File: src/rtl/lct_cfg.svh
`ifndef LCT_CFG_SVH
`define LCT_CFG_SVH

// ==========================================================
// Register byte offsets
`define LCT_OFS_TIMER 12'h0f0
`define LCT_OFS_UPPER_SET 12'h100
`define LCT_OFS_UPPER_CLR 12'h104
`define LCT_OFS_LOWER_SET 12'h108
`define LCT_OFS_LOWER_CLR 12'h10c
`define LCT_OFS_CTRL 12'h1e0
`define LCT_OFS_BUS_ID 12'h1e4

// ==========================================================
// Field positions
`define LCT_SEC_MSB 31
`define LCT_SEC_LSB 25
`define LCT_CYC_MSB 24
`define LCT_CYC_LSB 12
`define LCT_OFF_MSB 11
`define LCT_OFF_LSB 0
`define LCT_CTRL_MASTER 0
`define LCT_CTRL_TMR_EN 1
`define LCT_CTRL_EXT_SEL 2
`define LCT_ALL_BUS_BIT 31

// ==========================================================
// Reset values
`define LCT_MASK_RST 32'h0000_0000
`define LCT_BUS_ID_RST 10'h3ff
`define LCT_TIMER_RST 32'h0000_0000

// ==========================================================
// Timing, local bus and broadcast node
`define LCT_SYS_CLK_KHZ 100000
`define LCT_LINK_CLK_KHZ 24576
`define LCT_OFF_MOD 3072
`define LCT_CYC_MOD 8000
`define LCT_LOCAL_BUS 10'h3ff
`define LCT_BROADCAST_NODE 6'h3f

`endif

File: src/rtl/lct_pkg.sv
package lct_pkg;

  typedef struct packed {
    logic [6:0] seconds;
    logic [12:0] cycle;
    logic [11:0] offset;
  } lct_timer_t;

  typedef struct packed {
    logic s1;
    logic s2;
    logic s3;
  } lct_sync_t;

  typedef struct packed {
    logic [31:0] mask;
  } lct_mask_t;

  typedef enum logic [1:0] {
    LCT_F_IDLE,
    LCT_F_ACCEPT,
    LCT_F_REJECT
  } lct_fstate_t;

endpackage

File: src/rtl/lct_sync.sv
`timescale 1ns/1ns
`default_nettype none

module lct_sync (
  input wire logic mclk_i,   // System clock
  input wire logic rstn_i,   // Sync reset, active low
  input wire logic async_i,  // Pin level
  output logic rise_o        // One-cycle rising edge
);

  lct_pkg::lct_sync_t st, next_st;

  // ==========================================================
  // Two flops, then an edge flop; only s2/s3 feed logic
  always_comb begin
    next_st.s1 = async_i;
    next_st.s2 = st.s1;
    next_st.s3 = st.s2;
  end

  always_ff @(posedge mclk_i) begin
    if (!rstn_i) begin
      st <= '0;
    end else begin
      st <= next_st;
    end
  end

  assign rise_o = st.s2 & ~st.s3;

endmodule

`default_nettype wire

File: src/rtl/lct_setclr_mask.sv
`timescale 1ns/1ns
`default_nettype none
`include "lct_cfg.svh"

module lct_setclr_mask #(
  parameter int WIDTH = 32
) (
  input wire logic mclk_i,              // System clock
  input wire logic rstn_i,              // Sync reset, active low
  input wire logic set_i,               // Write-one-to-set strobe
  input wire logic clr_i,               // Write-one-to-clear strobe
  input wire logic [WIDTH-1:0] wdata_i, // Write data
  output logic [WIDTH-1:0] mask_o       // Current mask
);

  initial begin
    if (WIDTH != 32) $error("lct_setclr_mask: WIDTH must be 32");
  end

  lct_pkg::lct_mask_t st, next_st;

  always_comb begin
    next_st = st;
    if (set_i) next_st.mask = st.mask | wdata_i;
    if (clr_i) next_st.mask = st.mask & ~wdata_i;
  end

  always_ff @(posedge mclk_i) begin
    if (!rstn_i) begin
      st.mask <= `LCT_MASK_RST;
    end else begin
      st <= next_st;
    end
  end

  assign mask_o = st.mask;

endmodule

`default_nettype wire

File: src/rtl/lct_link_timer_filter.sv
// Overview of operation
// RULE_01: Offset counts link clocks, wraps at 3072
// RULE_02: Cycle count steps on offset wrap, mod 8000
// RULE_03: Seconds step on cycle wrap, mod 128
// RULE_04: External 8 kHz tick clears offset
// RULE_05: Cycle master sends timer in cycle start
// RULE_06: Non-master loads timer from received start
// RULE_07: Timer free-runs when enabled, missing starts
// RULE_08: Software write loads all fields at once
// RULE_09: Upper mask: set/clear addresses, reads, resets zero
// RULE_10: Filter physical/request-context packets by source bit
// RULE_11: Per-node compare only for local-bus sources
// RULE_12: Remote-bus requests need bit 31 set
// RULE_13: Upper bits 30..0 map nodes 62..32
// RULE_14: Software-writable local bus identifier
// RULE_15: Lower mask filters nodes 0..31 identically
//
// Implementation choice: the plain strobed port.
`timescale 1ns/1ns
`default_nettype none
`include "lct_cfg.svh"

module lct_link_timer_filter #(
  parameter int SYS_CLK_KHZ = `LCT_SYS_CLK_KHZ,
  parameter int LINK_CLK_KHZ = `LCT_LINK_CLK_KHZ
) (
  input wire logic mclk_i,              // 100 MHz clock
  input wire logic rstn_i,              // Sync reset, active low
  // Register port
  input wire logic [11:0] addr_i,       // Byte address
  input wire logic [31:0] wdata_i,      // Write data
  input wire logic wr_i,                // Write strobe
  input wire logic rd_i,                // Read strobe
  output logic [31:0] rdata_o,          // Read data, cycle after rd_i
  // External cycle clock
  input wire logic ext_cycle_clk_i,     // 8 kHz pin
  // Cycle start packets
  input wire logic cs_rx_valid_i,       // Cycle start received
  input wire logic [31:0] cs_rx_data_i, // Its data field
  input wire logic cs_tx_req_i,         // Link about to send start
  output logic cs_tx_valid_o,           // Data for start packet valid
  output logic [31:0] cs_tx_data_o,     // Data for start packet
  output logic cycle_tick_o,            // Cycle boundary pulse
  // Request filter
  input wire logic req_valid_i,         // Request header present
  input wire logic req_filtered_i,      // Aimed at physical or request ctx
  input wire logic [15:0] req_src_id_i, // Source bus and node
  output logic req_accept_o,            // Acknowledge and queue
  output logic req_reject_o             // Drop without ack
);

  // ==========================================================
  // Elaboration checks
  localparam int NCO_MOD = SYS_CLK_KHZ;
  localparam int NCO_INC = LINK_CLK_KHZ;

  initial begin
    if (NCO_INC <= 0 || NCO_INC > NCO_MOD) begin
      $error("lct_link_timer_filter: link rate must not exceed system rate");
    end
    if (NCO_MOD >= (1 << 17)) begin
      $error("lct_link_timer_filter: system rate too high for accumulator");
    end
    // Field moduli must fit the struct fields
    if (`LCT_OFF_MOD < 2 || `LCT_OFF_MOD > (1 << 12)) begin
      $error("lct_link_timer_filter: offset modulus does not fit its field");
    end
    if (`LCT_CYC_MOD < 2 || `LCT_CYC_MOD > (1 << 13)) begin
      $error("lct_link_timer_filter: cycle modulus does not fit its field");
    end
    if (`LCT_SEC_MSB - `LCT_SEC_LSB != 6 || `LCT_CYC_MSB - `LCT_CYC_LSB != 12) begin
      $error("lct_link_timer_filter: seconds or cycle field layout mismatch");
    end
    if (`LCT_OFF_MSB - `LCT_OFF_LSB != 11 || `LCT_CYC_LSB != `LCT_OFF_MSB + 1) begin
      $error("lct_link_timer_filter: offset field layout mismatch");
    end
  end

  localparam logic [16:0] NCO_MOD_W = 17'(NCO_MOD);
  localparam logic [16:0] NCO_INC_W = 17'(NCO_INC);
  localparam logic [11:0] OFF_LAST = 12'(`LCT_OFF_MOD - 1);
  localparam logic [12:0] CYC_LAST = 13'(`LCT_CYC_MOD - 1);

  // ==========================================================
  // State
  typedef struct packed {
    lct_pkg::lct_timer_t tmr;
    logic [16:0] nco;
    logic master;
    logic tmr_en;
    logic ext_sel;
    logic [9:0] bus_id;
    logic [31:0] rdata;
    logic tx_valid;
    logic [31:0] tx_data;
    logic tick;
    lct_pkg::lct_fstate_t fst;
  } lct_state_t;

  lct_state_t st, next_st;

  // ==========================================================
  // Decoding shared by writes and reads
  function automatic logic hit(input logic [11:0] a, input logic [11:0] ofs);
    hit = (a == ofs);
  endfunction

  // Node-bit lookup across both masks
  function automatic logic node_ok(
    input logic [5:0] node,
    input logic [31:0] upper,
    input logic [31:0] lower
  );
    logic r;
    r = 1'b0;
    if (node == `LCT_BROADCAST_NODE) begin
      r = 1'b0;
    end else if (node[5]) begin
      r = upper[node[4:0]];
    end else begin
      r = lower[node[4:0]];
    end
    node_ok = r;
  endfunction

  // ==========================================================
  // Set/clear masks
  // Both halves share one set/clear block; only the decode differs
  logic [31:0] upper_mask;
  logic [31:0] lower_mask;

  lct_setclr_mask #(
    .WIDTH(32)
  ) u_upper (
    .mclk_i(mclk_i),
    .rstn_i(rstn_i),
    .set_i(wr_i && hit(addr_i, `LCT_OFS_UPPER_SET)), // [RULE_09]
    .clr_i(wr_i && hit(addr_i, `LCT_OFS_UPPER_CLR)), // [RULE_09]
    .wdata_i(wdata_i),
    .mask_o(upper_mask)
  );

  lct_setclr_mask #(
    .WIDTH(32)
  ) u_lower (
    .mclk_i(mclk_i),
    .rstn_i(rstn_i),
    .set_i(wr_i && hit(addr_i, `LCT_OFS_LOWER_SET)), // [RULE_15]
    .clr_i(wr_i && hit(addr_i, `LCT_OFS_LOWER_CLR)), // [RULE_15]
    .wdata_i(wdata_i),
    .mask_o(lower_mask)
  );

  // ==========================================================
  // External 8 kHz tick
  logic ext_rise;

  lct_sync u_ext (
    .mclk_i(mclk_i),
    .rstn_i(rstn_i),
    .async_i(ext_cycle_clk_i),
    .rise_o(ext_rise)
  );

  // ==========================================================
  // Next state
  logic [17:0] nco_sum;
  logic link_tick;
  logic off_wrap;
  logic cyc_wrap;
  logic [5:0] src_node;
  logic [9:0] src_bus;
  logic src_local;
  logic pass;
  logic [31:0] tmr_word;

  always_comb begin
    next_st = st;
    nco_sum = 18'(st.nco) + 18'(NCO_INC_W);
    link_tick = 1'b0;
    off_wrap = 1'b0;
    cyc_wrap = 1'b0;
    tmr_word = st.tmr;
    src_node = req_src_id_i[5:0];
    src_bus = req_src_id_i[15:6];
    src_local = 1'b0;
    pass = 1'b0;
    next_st.tick = 1'b0;
    next_st.tx_valid = 1'b0;

    // Fractional divider: 24.576 MHz ticks from the system clock
    // Remainder stays in the accumulator, so the long-run rate is exact
    if (nco_sum >= 18'(NCO_MOD_W)) begin
      next_st.nco = 17'(nco_sum - 18'(NCO_MOD_W));
      link_tick = 1'b1;
    end else begin
      next_st.nco = nco_sum[16:0];
    end

    // Free-running count, kept even when starts go missing
    if (st.tmr_en) begin // [RULE_07]
      if (st.ext_sel) begin
        // External tick owns the cycle boundary; offset stops at its top
        if (ext_rise) begin // [RULE_04]
          off_wrap = 1'b1;
          next_st.tmr.offset = '0;
        end else if (link_tick && st.tmr.offset < OFF_LAST) begin
          next_st.tmr.offset = st.tmr.offset + 12'h001;
        end
      end else if (link_tick) begin
        if (st.tmr.offset >= OFF_LAST) begin // [RULE_01]
          off_wrap = 1'b1;
          next_st.tmr.offset = '0;
        end else begin
          next_st.tmr.offset = st.tmr.offset + 12'h001; // [RULE_01]
        end
      end
      if (off_wrap) begin
        next_st.tick = 1'b1;
        if (st.tmr.cycle >= CYC_LAST) begin // [RULE_02]
          cyc_wrap = 1'b1;
          next_st.tmr.cycle = '0;
        end else begin
          next_st.tmr.cycle = st.tmr.cycle + 13'h0001; // [RULE_02]
        end
      end
      if (cyc_wrap) begin
        next_st.tmr.seconds = st.tmr.seconds + 7'h01; // [RULE_03]
      end
    end

    // Received start resynchronises a non-master node
    // A software write in the same cycle still wins, below
    if (cs_rx_valid_i && !st.master) begin
      next_st.tmr = cs_rx_data_i; // [RULE_06]
    end

    // Master hands the live timer to the start packet
    if (cs_tx_req_i && st.master) begin
      next_st.tx_valid = 1'b1;
      next_st.tx_data = tmr_word; // [RULE_05]
    end

    // ==========================================================
    // Register writes, software wins over hardware updates
    if (wr_i) begin
      if (hit(addr_i, `LCT_OFS_TIMER)) begin
        next_st.tmr = wdata_i; // [RULE_08]
      end
      if (hit(addr_i, `LCT_OFS_CTRL)) begin
        next_st.master = wdata_i[`LCT_CTRL_MASTER];
        next_st.tmr_en = wdata_i[`LCT_CTRL_TMR_EN];
        next_st.ext_sel = wdata_i[`LCT_CTRL_EXT_SEL];
      end
      if (hit(addr_i, `LCT_OFS_BUS_ID)) begin
        next_st.bus_id = wdata_i[9:0]; // [RULE_14]
      end
    end

    // ==========================================================
    // Register reads, data in the next cycle only
    next_st.rdata = '0;
    if (rd_i) begin
      if (hit(addr_i, `LCT_OFS_TIMER)) begin
        next_st.rdata = tmr_word;
      end else if (hit(addr_i, `LCT_OFS_UPPER_SET) ||
                   hit(addr_i, `LCT_OFS_UPPER_CLR)) begin
        next_st.rdata = upper_mask; // [RULE_09]
      end else if (hit(addr_i, `LCT_OFS_LOWER_SET) ||
                   hit(addr_i, `LCT_OFS_LOWER_CLR)) begin
        next_st.rdata = lower_mask;
      end else if (hit(addr_i, `LCT_OFS_CTRL)) begin
        next_st.rdata[`LCT_CTRL_MASTER] = st.master;
        next_st.rdata[`LCT_CTRL_TMR_EN] = st.tmr_en;
        next_st.rdata[`LCT_CTRL_EXT_SEL] = st.ext_sel;
      end else if (hit(addr_i, `LCT_OFS_BUS_ID)) begin
        next_st.rdata[9:0] = st.bus_id;
      end else begin
        next_st.rdata = '0;
      end
    end

    // ==========================================================
    // Request filter
    // Bus 3FFh always means this node's own bus
    src_local = (src_bus == `LCT_LOCAL_BUS) || (src_bus == st.bus_id); // [RULE_14]
    if (!req_filtered_i) begin
      pass = 1'b1;
    end else if (src_local) begin
      // Upper bit n stands for node n+32
      pass = node_ok(src_node, upper_mask, lower_mask); // [RULE_11] [RULE_13] [RULE_15]
    end else begin
      pass = upper_mask[`LCT_ALL_BUS_BIT]; // [RULE_12]
    end

    // Every request gets one answer; the state only shapes the pulse
    case (st.fst)
      lct_pkg::LCT_F_IDLE,
      lct_pkg::LCT_F_ACCEPT,
      lct_pkg::LCT_F_REJECT: begin
        if (req_valid_i) begin
          next_st.fst = pass ? lct_pkg::LCT_F_ACCEPT : lct_pkg::LCT_F_REJECT; // [RULE_10]
        end else begin
          next_st.fst = lct_pkg::LCT_F_IDLE;
        end
      end
      default: begin
        next_st.fst = lct_pkg::LCT_F_IDLE;
      end
    endcase
  end

  // ==========================================================
  // State register
  always_ff @(posedge mclk_i) begin
    if (!rstn_i) begin
      st.tmr <= `LCT_TIMER_RST;
      st.nco <= '0;
      st.master <= 1'b0;
      st.tmr_en <= 1'b0;
      st.ext_sel <= 1'b0;
      st.bus_id <= `LCT_BUS_ID_RST;
      st.rdata <= '0;
      st.tx_valid <= 1'b0;
      st.tx_data <= '0;
      st.tick <= 1'b0;
      st.fst <= lct_pkg::LCT_F_IDLE;
    end else begin
      st <= next_st;
    end
  end

  // ==========================================================
  // Outputs
  // Tick and start packet outputs leave straight from flops; accept and reject are decoded from st.fst
  assign rdata_o = st.rdata;
  assign cs_tx_valid_o = st.tx_valid;
  assign cs_tx_data_o = st.tx_data;
  assign cycle_tick_o = st.tick;
  assign req_accept_o = (st.fst == lct_pkg::LCT_F_ACCEPT);
  assign req_reject_o = (st.fst == lct_pkg::LCT_F_REJECT);

endmodule

`default_nettype wire

File: config.mk
export PLATFORM = sky130hd
export DESIGN_NAME = lct_link_timer_filter
export DESIGN_NICKNAME = d
export VERILOG_FILES = /design/src/rtl/lct_pkg.sv /design/src/rtl/lct_sync.sv /design/src/rtl/lct_setclr_mask.sv /design/src/rtl/lct_link_timer_filter.sv
export VERILOG_INCLUDE_DIRS = /design/src /design/src/rtl
export SDC_FILE = /design/constraint.sdc
export NUM_CORES = 1
export LEC_CHECK = 0
export BUFFER_PORTS_ARGS = -buffer_cell sky130_fd_sc_hd__buf_2
export CAP_MARGIN = 20
export CORE_MARGIN = 8
export CORE_UTILIZATION = 30
export DETAILED_ROUTE_END_ITERATION = 10
export PLACE_DENSITY = 0.59
export SLEW_MARGIN = 25
export SYNTH_ARGS = -nofsm -noshare
export SYNTH_HDL_FRONTEND = slang
export SYNTH_SLANG_ARGS = --single-unit
File: constraint.sdc
create_clock -name mclk_i -period 6.65 [get_ports mclk_i]
set_clock_uncertainty 0.1 [all_clocks]
set_input_delay 1.33 -clock mclk_i [delete_from_list [all_inputs] [get_ports mclk_i]]
set_output_delay 1.33 -clock mclk_i [all_outputs]
set_load 0.01 [all_outputs]
==> impl_metrics.py, run 1 <==
metrics = {
    "logic_synthesis": {
        "avgSynthCellArea_um2": 8.57,
        "synth_area_um2": 9960,
        "yosys_warnings": 0,
        "synth_nets": 1270,
        "async_flop_share_pct": 0,
        "ys_ff_latch": 192,
        "yosysSeqAreaShare_pct": 38.6,
        "synth-edff-count": 0,
        "synth_cell_types": 71,
        "syn_inst": 1162,
        "synth-main-ff-cell": "dfxtp_1",
    },
    "timing": {
        "maxSlewViolCount": 0,
        "max-slew-margin-rel_pct": 32.1,
        "fin_ws_ns": 2.69,
        "timing.final.crit_share_pct": 59.5,
        "period_needed_ns": 3.96,
        "fmax_mhz": 253,
        "finalHoldViolCount": 0,
        "worstMarginPinSlew_ns": 1.02,
        "holdWs_ns": 0.352,
        "fin_tns_setup_ns": 0,
        "setup_violations": 0,
        "grt_setup_unrepaired": "false",
    },
    "die": {
        "core_um2": 32600,
        "dieArea_um2": 39300,
        "start_util_pct": 30.5,
        "core.rowCount": 66,
        "ios": 169,
        "die_h_um": 198,
        "fp.dieW_um": 198,
    },
    "worst_setup_path": {
        "startpoint": "addr_i[3]",
        "worstReg2RegStart": "st[99]$_SDFF_PN0_",
        "cp-end-kind": "register",
        "critPathKind": "in -> reg",
        "crit_required_ns": 6.90,
        "critPathArrivalTime_ns": 4.21,
        "cp_max_fo": 35,
        "cp-start-kind": "input port",
        "r2r_cells": 7,
    },
    "route": {
        "routedWlPerCell_um": 20.7,
        "drt_iter0_markers": 817,
        "remaining_drc_errors": 0,
        "drt_first_pass_iters": 6,
        "antenna_left": 0,
        "routed_wl_um": 34500,
        "num_vias": 9165,
        "vias_per_cell": 5.51,
    },
    "clock_tree": {
        "post-cts-setup-buffer-count": 0,
        "cts_tree": "done",
        "htreeDepth": 4,
        "clock-sinks": 192,
        "ctsHoldBuffers": 0,
        "cts_inserted_buffers": 17,
        "cts_root_buf": "clkbuf_16",
        "clockBufferDepth": 2,
        "clk_latency_ns": 0.45,
        "ctsResizeCount": 0,
        "clk_pin_slew_worst_paths_ns": 0.07,
    },
    "placement": {
        "numPortBuffers": 168,
        "hpwl_um": 25400,
        "dpl_worst_slack_ns": 2.26,
        "gp_congestion": 0.885,
        "dp.cells": 1629,
        "placed_area_um2": 10600,
    },
    "power": {
        "power_density_nw_per_um2": 240,
        "vdd_drop_max_uv": 185,
        "power.total_mw": 2.69,
        "p_leak_nw": 4.03,
    },
    "run": {
        "drv_cap": 0,
    },
    "grt": {
        "track_usage_pct": 17.1,
        "grt_pass1_vias": 8695,
        "grt_start_max_net_pins": 95,
        "antenna_found_initial": 10,
        "overflow": 0,
        "grt_pass1_wl_um": 52200,
    },
    "cells_and_area": {
        "final_cells": 1663,
        "fin_area_um2": 11200,
        "final_common_cell": "dfxtp_1",
        "drive_above_1_share_pct": 22.9,
        "nets": 1314,
        "mostFrequentLayoutCells": "dfxtp_1, buf_2, a21oi_1",
        "post-route-util_pct": 34.4,
        "syn_to_final_growth_pct": 12.5,
    },
    "worst_hold_path": {
        "worst_hold_path_type": "reg -> reg",
        "holdPathStages": 2,
        "min_from": "cs_tx_data_o[27]$_SDFFE_PN0P_",
    },
    "outcome": {
        "outcome": "finished clean",
    },
}
## layer usage
layer  share of wire, %  vias up  global-route usage [%]
met4                3.4       14                    7.08
met5               0.26        -                       0
li1                   -     4337                       -
met1                 43     4385                    22.5
met2                 46      357                    26.5
met3                7.3       72                    4.04
## final cells by class
class | count | area, µm²
Fill cell | 3414 | 21400
Multi-Input combinational cell | 800 | 5240
Sequential cell | 192 | 3840
Tap cell | 442 | 553
Antenna cell | 3 | 7.51
Clock inverter | 11 | 133
Inverter | 13 | 50.0
Clock buffer | 20 | 437
Timing Repair Buffer | 182 | 946
## critical path, stage by stage
cell      delay, ns
buf_2          0.10
buf_4          0.28
nand4b_1       0.23
or3_1          0.41
nor3_4         0.18
buf_4          0.38
and2_1         0.66
buf_4          0.31
nand2_1        0.07
a221oi_1       0.24
## cell families after synthesis
| logic type | Yosys count | synth area share [%] |
|---|---|---|
| AO/OA/AOI/OAI | 349 | 23.6 |
| buffers and inverters | 170 | 9.08 |
| adder cells (fa/ha/maj) | 7 | 0.879 |
| AND/OR/NAND/NOR | 358 | 17.1 |
| flip-flops | 192 | 38.6 |
| multiplexers | 52 | 7.80 |
| XOR/XNOR | 34 | 2.99 |
## path summary, 6_finish.rpt
check	slack (ns)	end
worst max-delay path	2.69	st[111]$_SDFF_PN0_
worst min-delay path	0.35	cs_tx_data_o[27]$_SDFFE_PN0P_
worst max register to register	3.48	st[117]$_SDFF_PN0_
worst min register to register	0.35	cs_tx_data_o[27]$_SDFFE_PN0P_
## synthesized netlist by cell type, types with 8 or more instances
master | n | area share, %
a21oi_1 | 147 | 7.4
a222oi_1 | 10 | 1.0
a22oi_1 | 23 | 1.7
a311oi_1 | 65 | 5.7
and2_1 | 9 | 0.57
and3_1 | 17 | 1.1
buf_2 | 18 | 0.90
buf_4 | 65 | 4.9
clkbuf_1 | 68 | 2.6
dfxtp_1 | 192 | 39
inv_1 | 11 | 0.41
mux2_2 | 31 | 3.5
mux4_2 | 17 | 3.8
nand2_1 | 129 | 4.9
nand3_1 | 47 | 2.4
nand4_1 | 10 | 0.63
nor2_1 | 74 | 2.8
nor2b_1 | 8 | 0.50
nor3_1 | 21 | 1.1
o21ai_0 | 32 | 1.6
o22ai_1 | 10 | 0.63
or3_1 | 9 | 0.57
xnor2_1 | 16 | 1.4
xor2_1 | 18 | 1.6
## power breakdown
part	internal, mW	total [mW]	switching, mW
Sequential	1.19	1.25	0.0641
Clock	0.556	1.03	0.470
Combinational	0.160	0.414	0.254
Power figures use the tool's default switching activity.
==> run 2, diff against run 1 <==
--- a/config.mk
+++ b/config.mk
@@ -11,7 +11,7 @@
 export CORE_MARGIN = 8
 export CORE_UTILIZATION = 30
 export DETAILED_ROUTE_END_ITERATION = 10
-export PLACE_DENSITY = 0.59
+export PLACE_DENSITY = 0.61
 export SLEW_MARGIN = 25
 export SYNTH_ARGS = -nofsm -noshare
 export SYNTH_HDL_FRONTEND = slang
==> constraint.sdc (replaced) <==
create_clock -name mclk_i -period 3.5 [get_ports mclk_i]
set_clock_uncertainty 0.1 [all_clocks]
set_input_delay 0.7 -clock mclk_i [delete_from_list [all_inputs] [get_ports mclk_i]]
set_output_delay 0.7 -clock mclk_i [all_outputs]
set_load 0.01 [all_outputs]
==> impl_metrics.py, run 2 (synthesized netlist as in run 1, its figures left out) <==
metrics = {
    "outcome": {
        "outcome": "finished clean",
    },
    "cells_and_area": {
        "final_cells": 1676,
        "syn_to_final_growth_pct": 13.6,
        "final_common_cell": "dfxtp_1",
        "fin_area_um2": 11300,
        "post-route-util_pct": 34.7,
        "mostFrequentLayoutCells": "dfxtp_1, buf_2, a21oi_1",
        "seq_area_um2": 3840,
        "nets": 1326,
        "drive_above_1_share_pct": 23.4,
        "fill_cells": 3408,
        "multi_input_area_um2": 5240,
    },
    "timing": {
        "period_needed_ns": 2.81,
        "holdWs_ns": 0.352,
        "finalHoldViolCount": 0,
        "max-slew-margin-rel_pct": 43.1,
        "timing.final.crit_share_pct": 80.4,
        "worstMarginPinSlew_ns": 0.841,
        "setup_violations": 0,
        "fmax_mhz": 355,
        "fin_ws_ns": 0.686,
        "fin_tns_setup_ns": 0,
        "grt_setup_unrepaired": "false",
        "maxSlewViolCount": 0,
    },
    "route": {
        "num_vias": 9171,
        "routed_wl_um": 34400,
        "routedWlPerCell_um": 20.5,
        "drt_first_pass_iters": 5,
        "vias_per_cell": 5.47,
        "antenna_left": 0,
        "remaining_drc_errors": 0,
        "drt_iter0_markers": 767,
    },
    "clock_tree": {
        "cts_root_buf": "clkbuf_16",
        "clock-sinks": 192,
        "cts_tree": "done",
        "cts_inserted_buffers": 17,
        "clk_latency_ns": 0.44,
        "post-cts-setup-buffer-count": 0,
        "ctsHoldBuffers": 0,
        "ctsResizeCount": 0,
        "clk_pin_slew_worst_paths_ns": 0.07,
        "clockBufferDepth": 2,
        "htreeDepth": 4,
    },
    "worst_setup_path": {
        "critPathKind": "reg -> reg",
        "critPathArrivalTime_ns": 3.03,
        "crit_required_ns": 3.71,
        "cp-end-kind": "register",
        "cp-start-kind": "register",
        "cp_max_fo": 7,
        "r2r_slack_ns": 0.69,
        "cp_slowest_cell": "nor4b_1",
        "slowest_delay_ns": 0.77,
        "crit_chain": "ha_1 > a21o_1 > a211oi_1 > nor4b_1 > nand4_1 > nor3b_1 > xnor2_1 > o22ai_1",
    },
    "die": {
        "die_h_um": 198,
        "dieArea_um2": 39300,
        "core_um2": 32600,
        "start_util_pct": 30.5,
        "core.rowCount": 66,
        "ios": 169,
        "fp.dieW_um": 198,
    },
    "grt": {
        "grt_start_max_net_pins": 103,
        "grt_pass1_wl_um": 51800,
        "busiest_layer": "met2",
        "grt_use_met3_pct": 4.06,
        "use_met2_pct": 26.5,
        "overflow": 0,
        "track_usage_pct": 16.9,
        "use_met1_pct": 22.3,
        "grt_pass1_vias": 8757,
        "antenna_found_initial": 9,
    },
    "placement": {
        "dpl_worst_slack_ns": 0.566,
        "dp.cells": 1641,
        "hpwl_um": 25600,
        "placed_area_um2": 10800,
        "gp_congestion": 0.885,
        "numPortBuffers": 168,
    },
    "power": {
        "vdd_drop_max_uv": 362,
        "power_density_nw_per_um2": 442,
        "p_leak_nw": 4.08,
        "power.total_mw": 5.00,
    },
    "worst_hold_path": {
        "worst_hold_path_type": "reg -> reg",
    },
    "run": {
        "drv_cap": 0,
    },
}
[run 2: cell types whose count changed in the layout (fill, tap and decap cells not counted), sizes merged]
cell	delta
clkinvlp	+3
clkbuf	+4
buf	+12
bufinv	-2
inv	-1
diode	+1
clkinv	-4
[run 2: worst paths after layout]
check | from | cells past startpoint | to
worst min register to register | cs_tx_data_o[2]$_SDFFE_PN0P_ | 2 | cs_tx_data_o[2]$_SDFFE_PN0P_
worst max register to register | st[111]$_SDFF_PN0_ | 8 | st[129]$_SDFF_PN0_
worst min-delay path | cs_tx_data_o[2]$_SDFFE_PN0P_ | 2 | cs_tx_data_o[2]$_SDFFE_PN0P_
worst max-delay path | st[111]$_SDFF_PN0_ | 8 | st[129]$_SDFF_PN0_
[run 2: power by group]
part / switching, mW / total [mW] / leakage [nW] / internal [mW]
Sequential: 0.117 / 2.38 / 1.56 / 2.26
Clock: 0.864 / 1.83 / 0.245 / 0.966
Combinational: 0.478 / 0.796 / 2.27 / 0.318
Total: 1.46 / 5.00 / 4.08 / 3.54
[run 2: area by class of cell]
type / instances / area share (%)
multi-input combinational: 800 / 46.3
sequential: 192 / 34.0
timing repair buffer: 194 / 9.60
tap: 442 / 4.89
clock buffer: 24 / 4.26
clock inverter: 7 / 0.486
inverter: 13 / 0.442
antenna: 4 / 0.0884
[run 2: routing by layer]
metal	part of all wire, %	vias to the layer above
met5	0.21	-
met4	2.9	12
met3	7.0	58
met2	46	336
met1	44	4415
li1	-	4350
[run 2: worst max-delay path: cells and delay by family (launching register included)]
kind / cells / cell delay (ns)
compound gates: 3 / 0.31
xor+xnor: 1 / 0.16
fa+ha+maj: 1 / 0.31
flops: 1 / 0.54
simple gates: 3 / 1.26
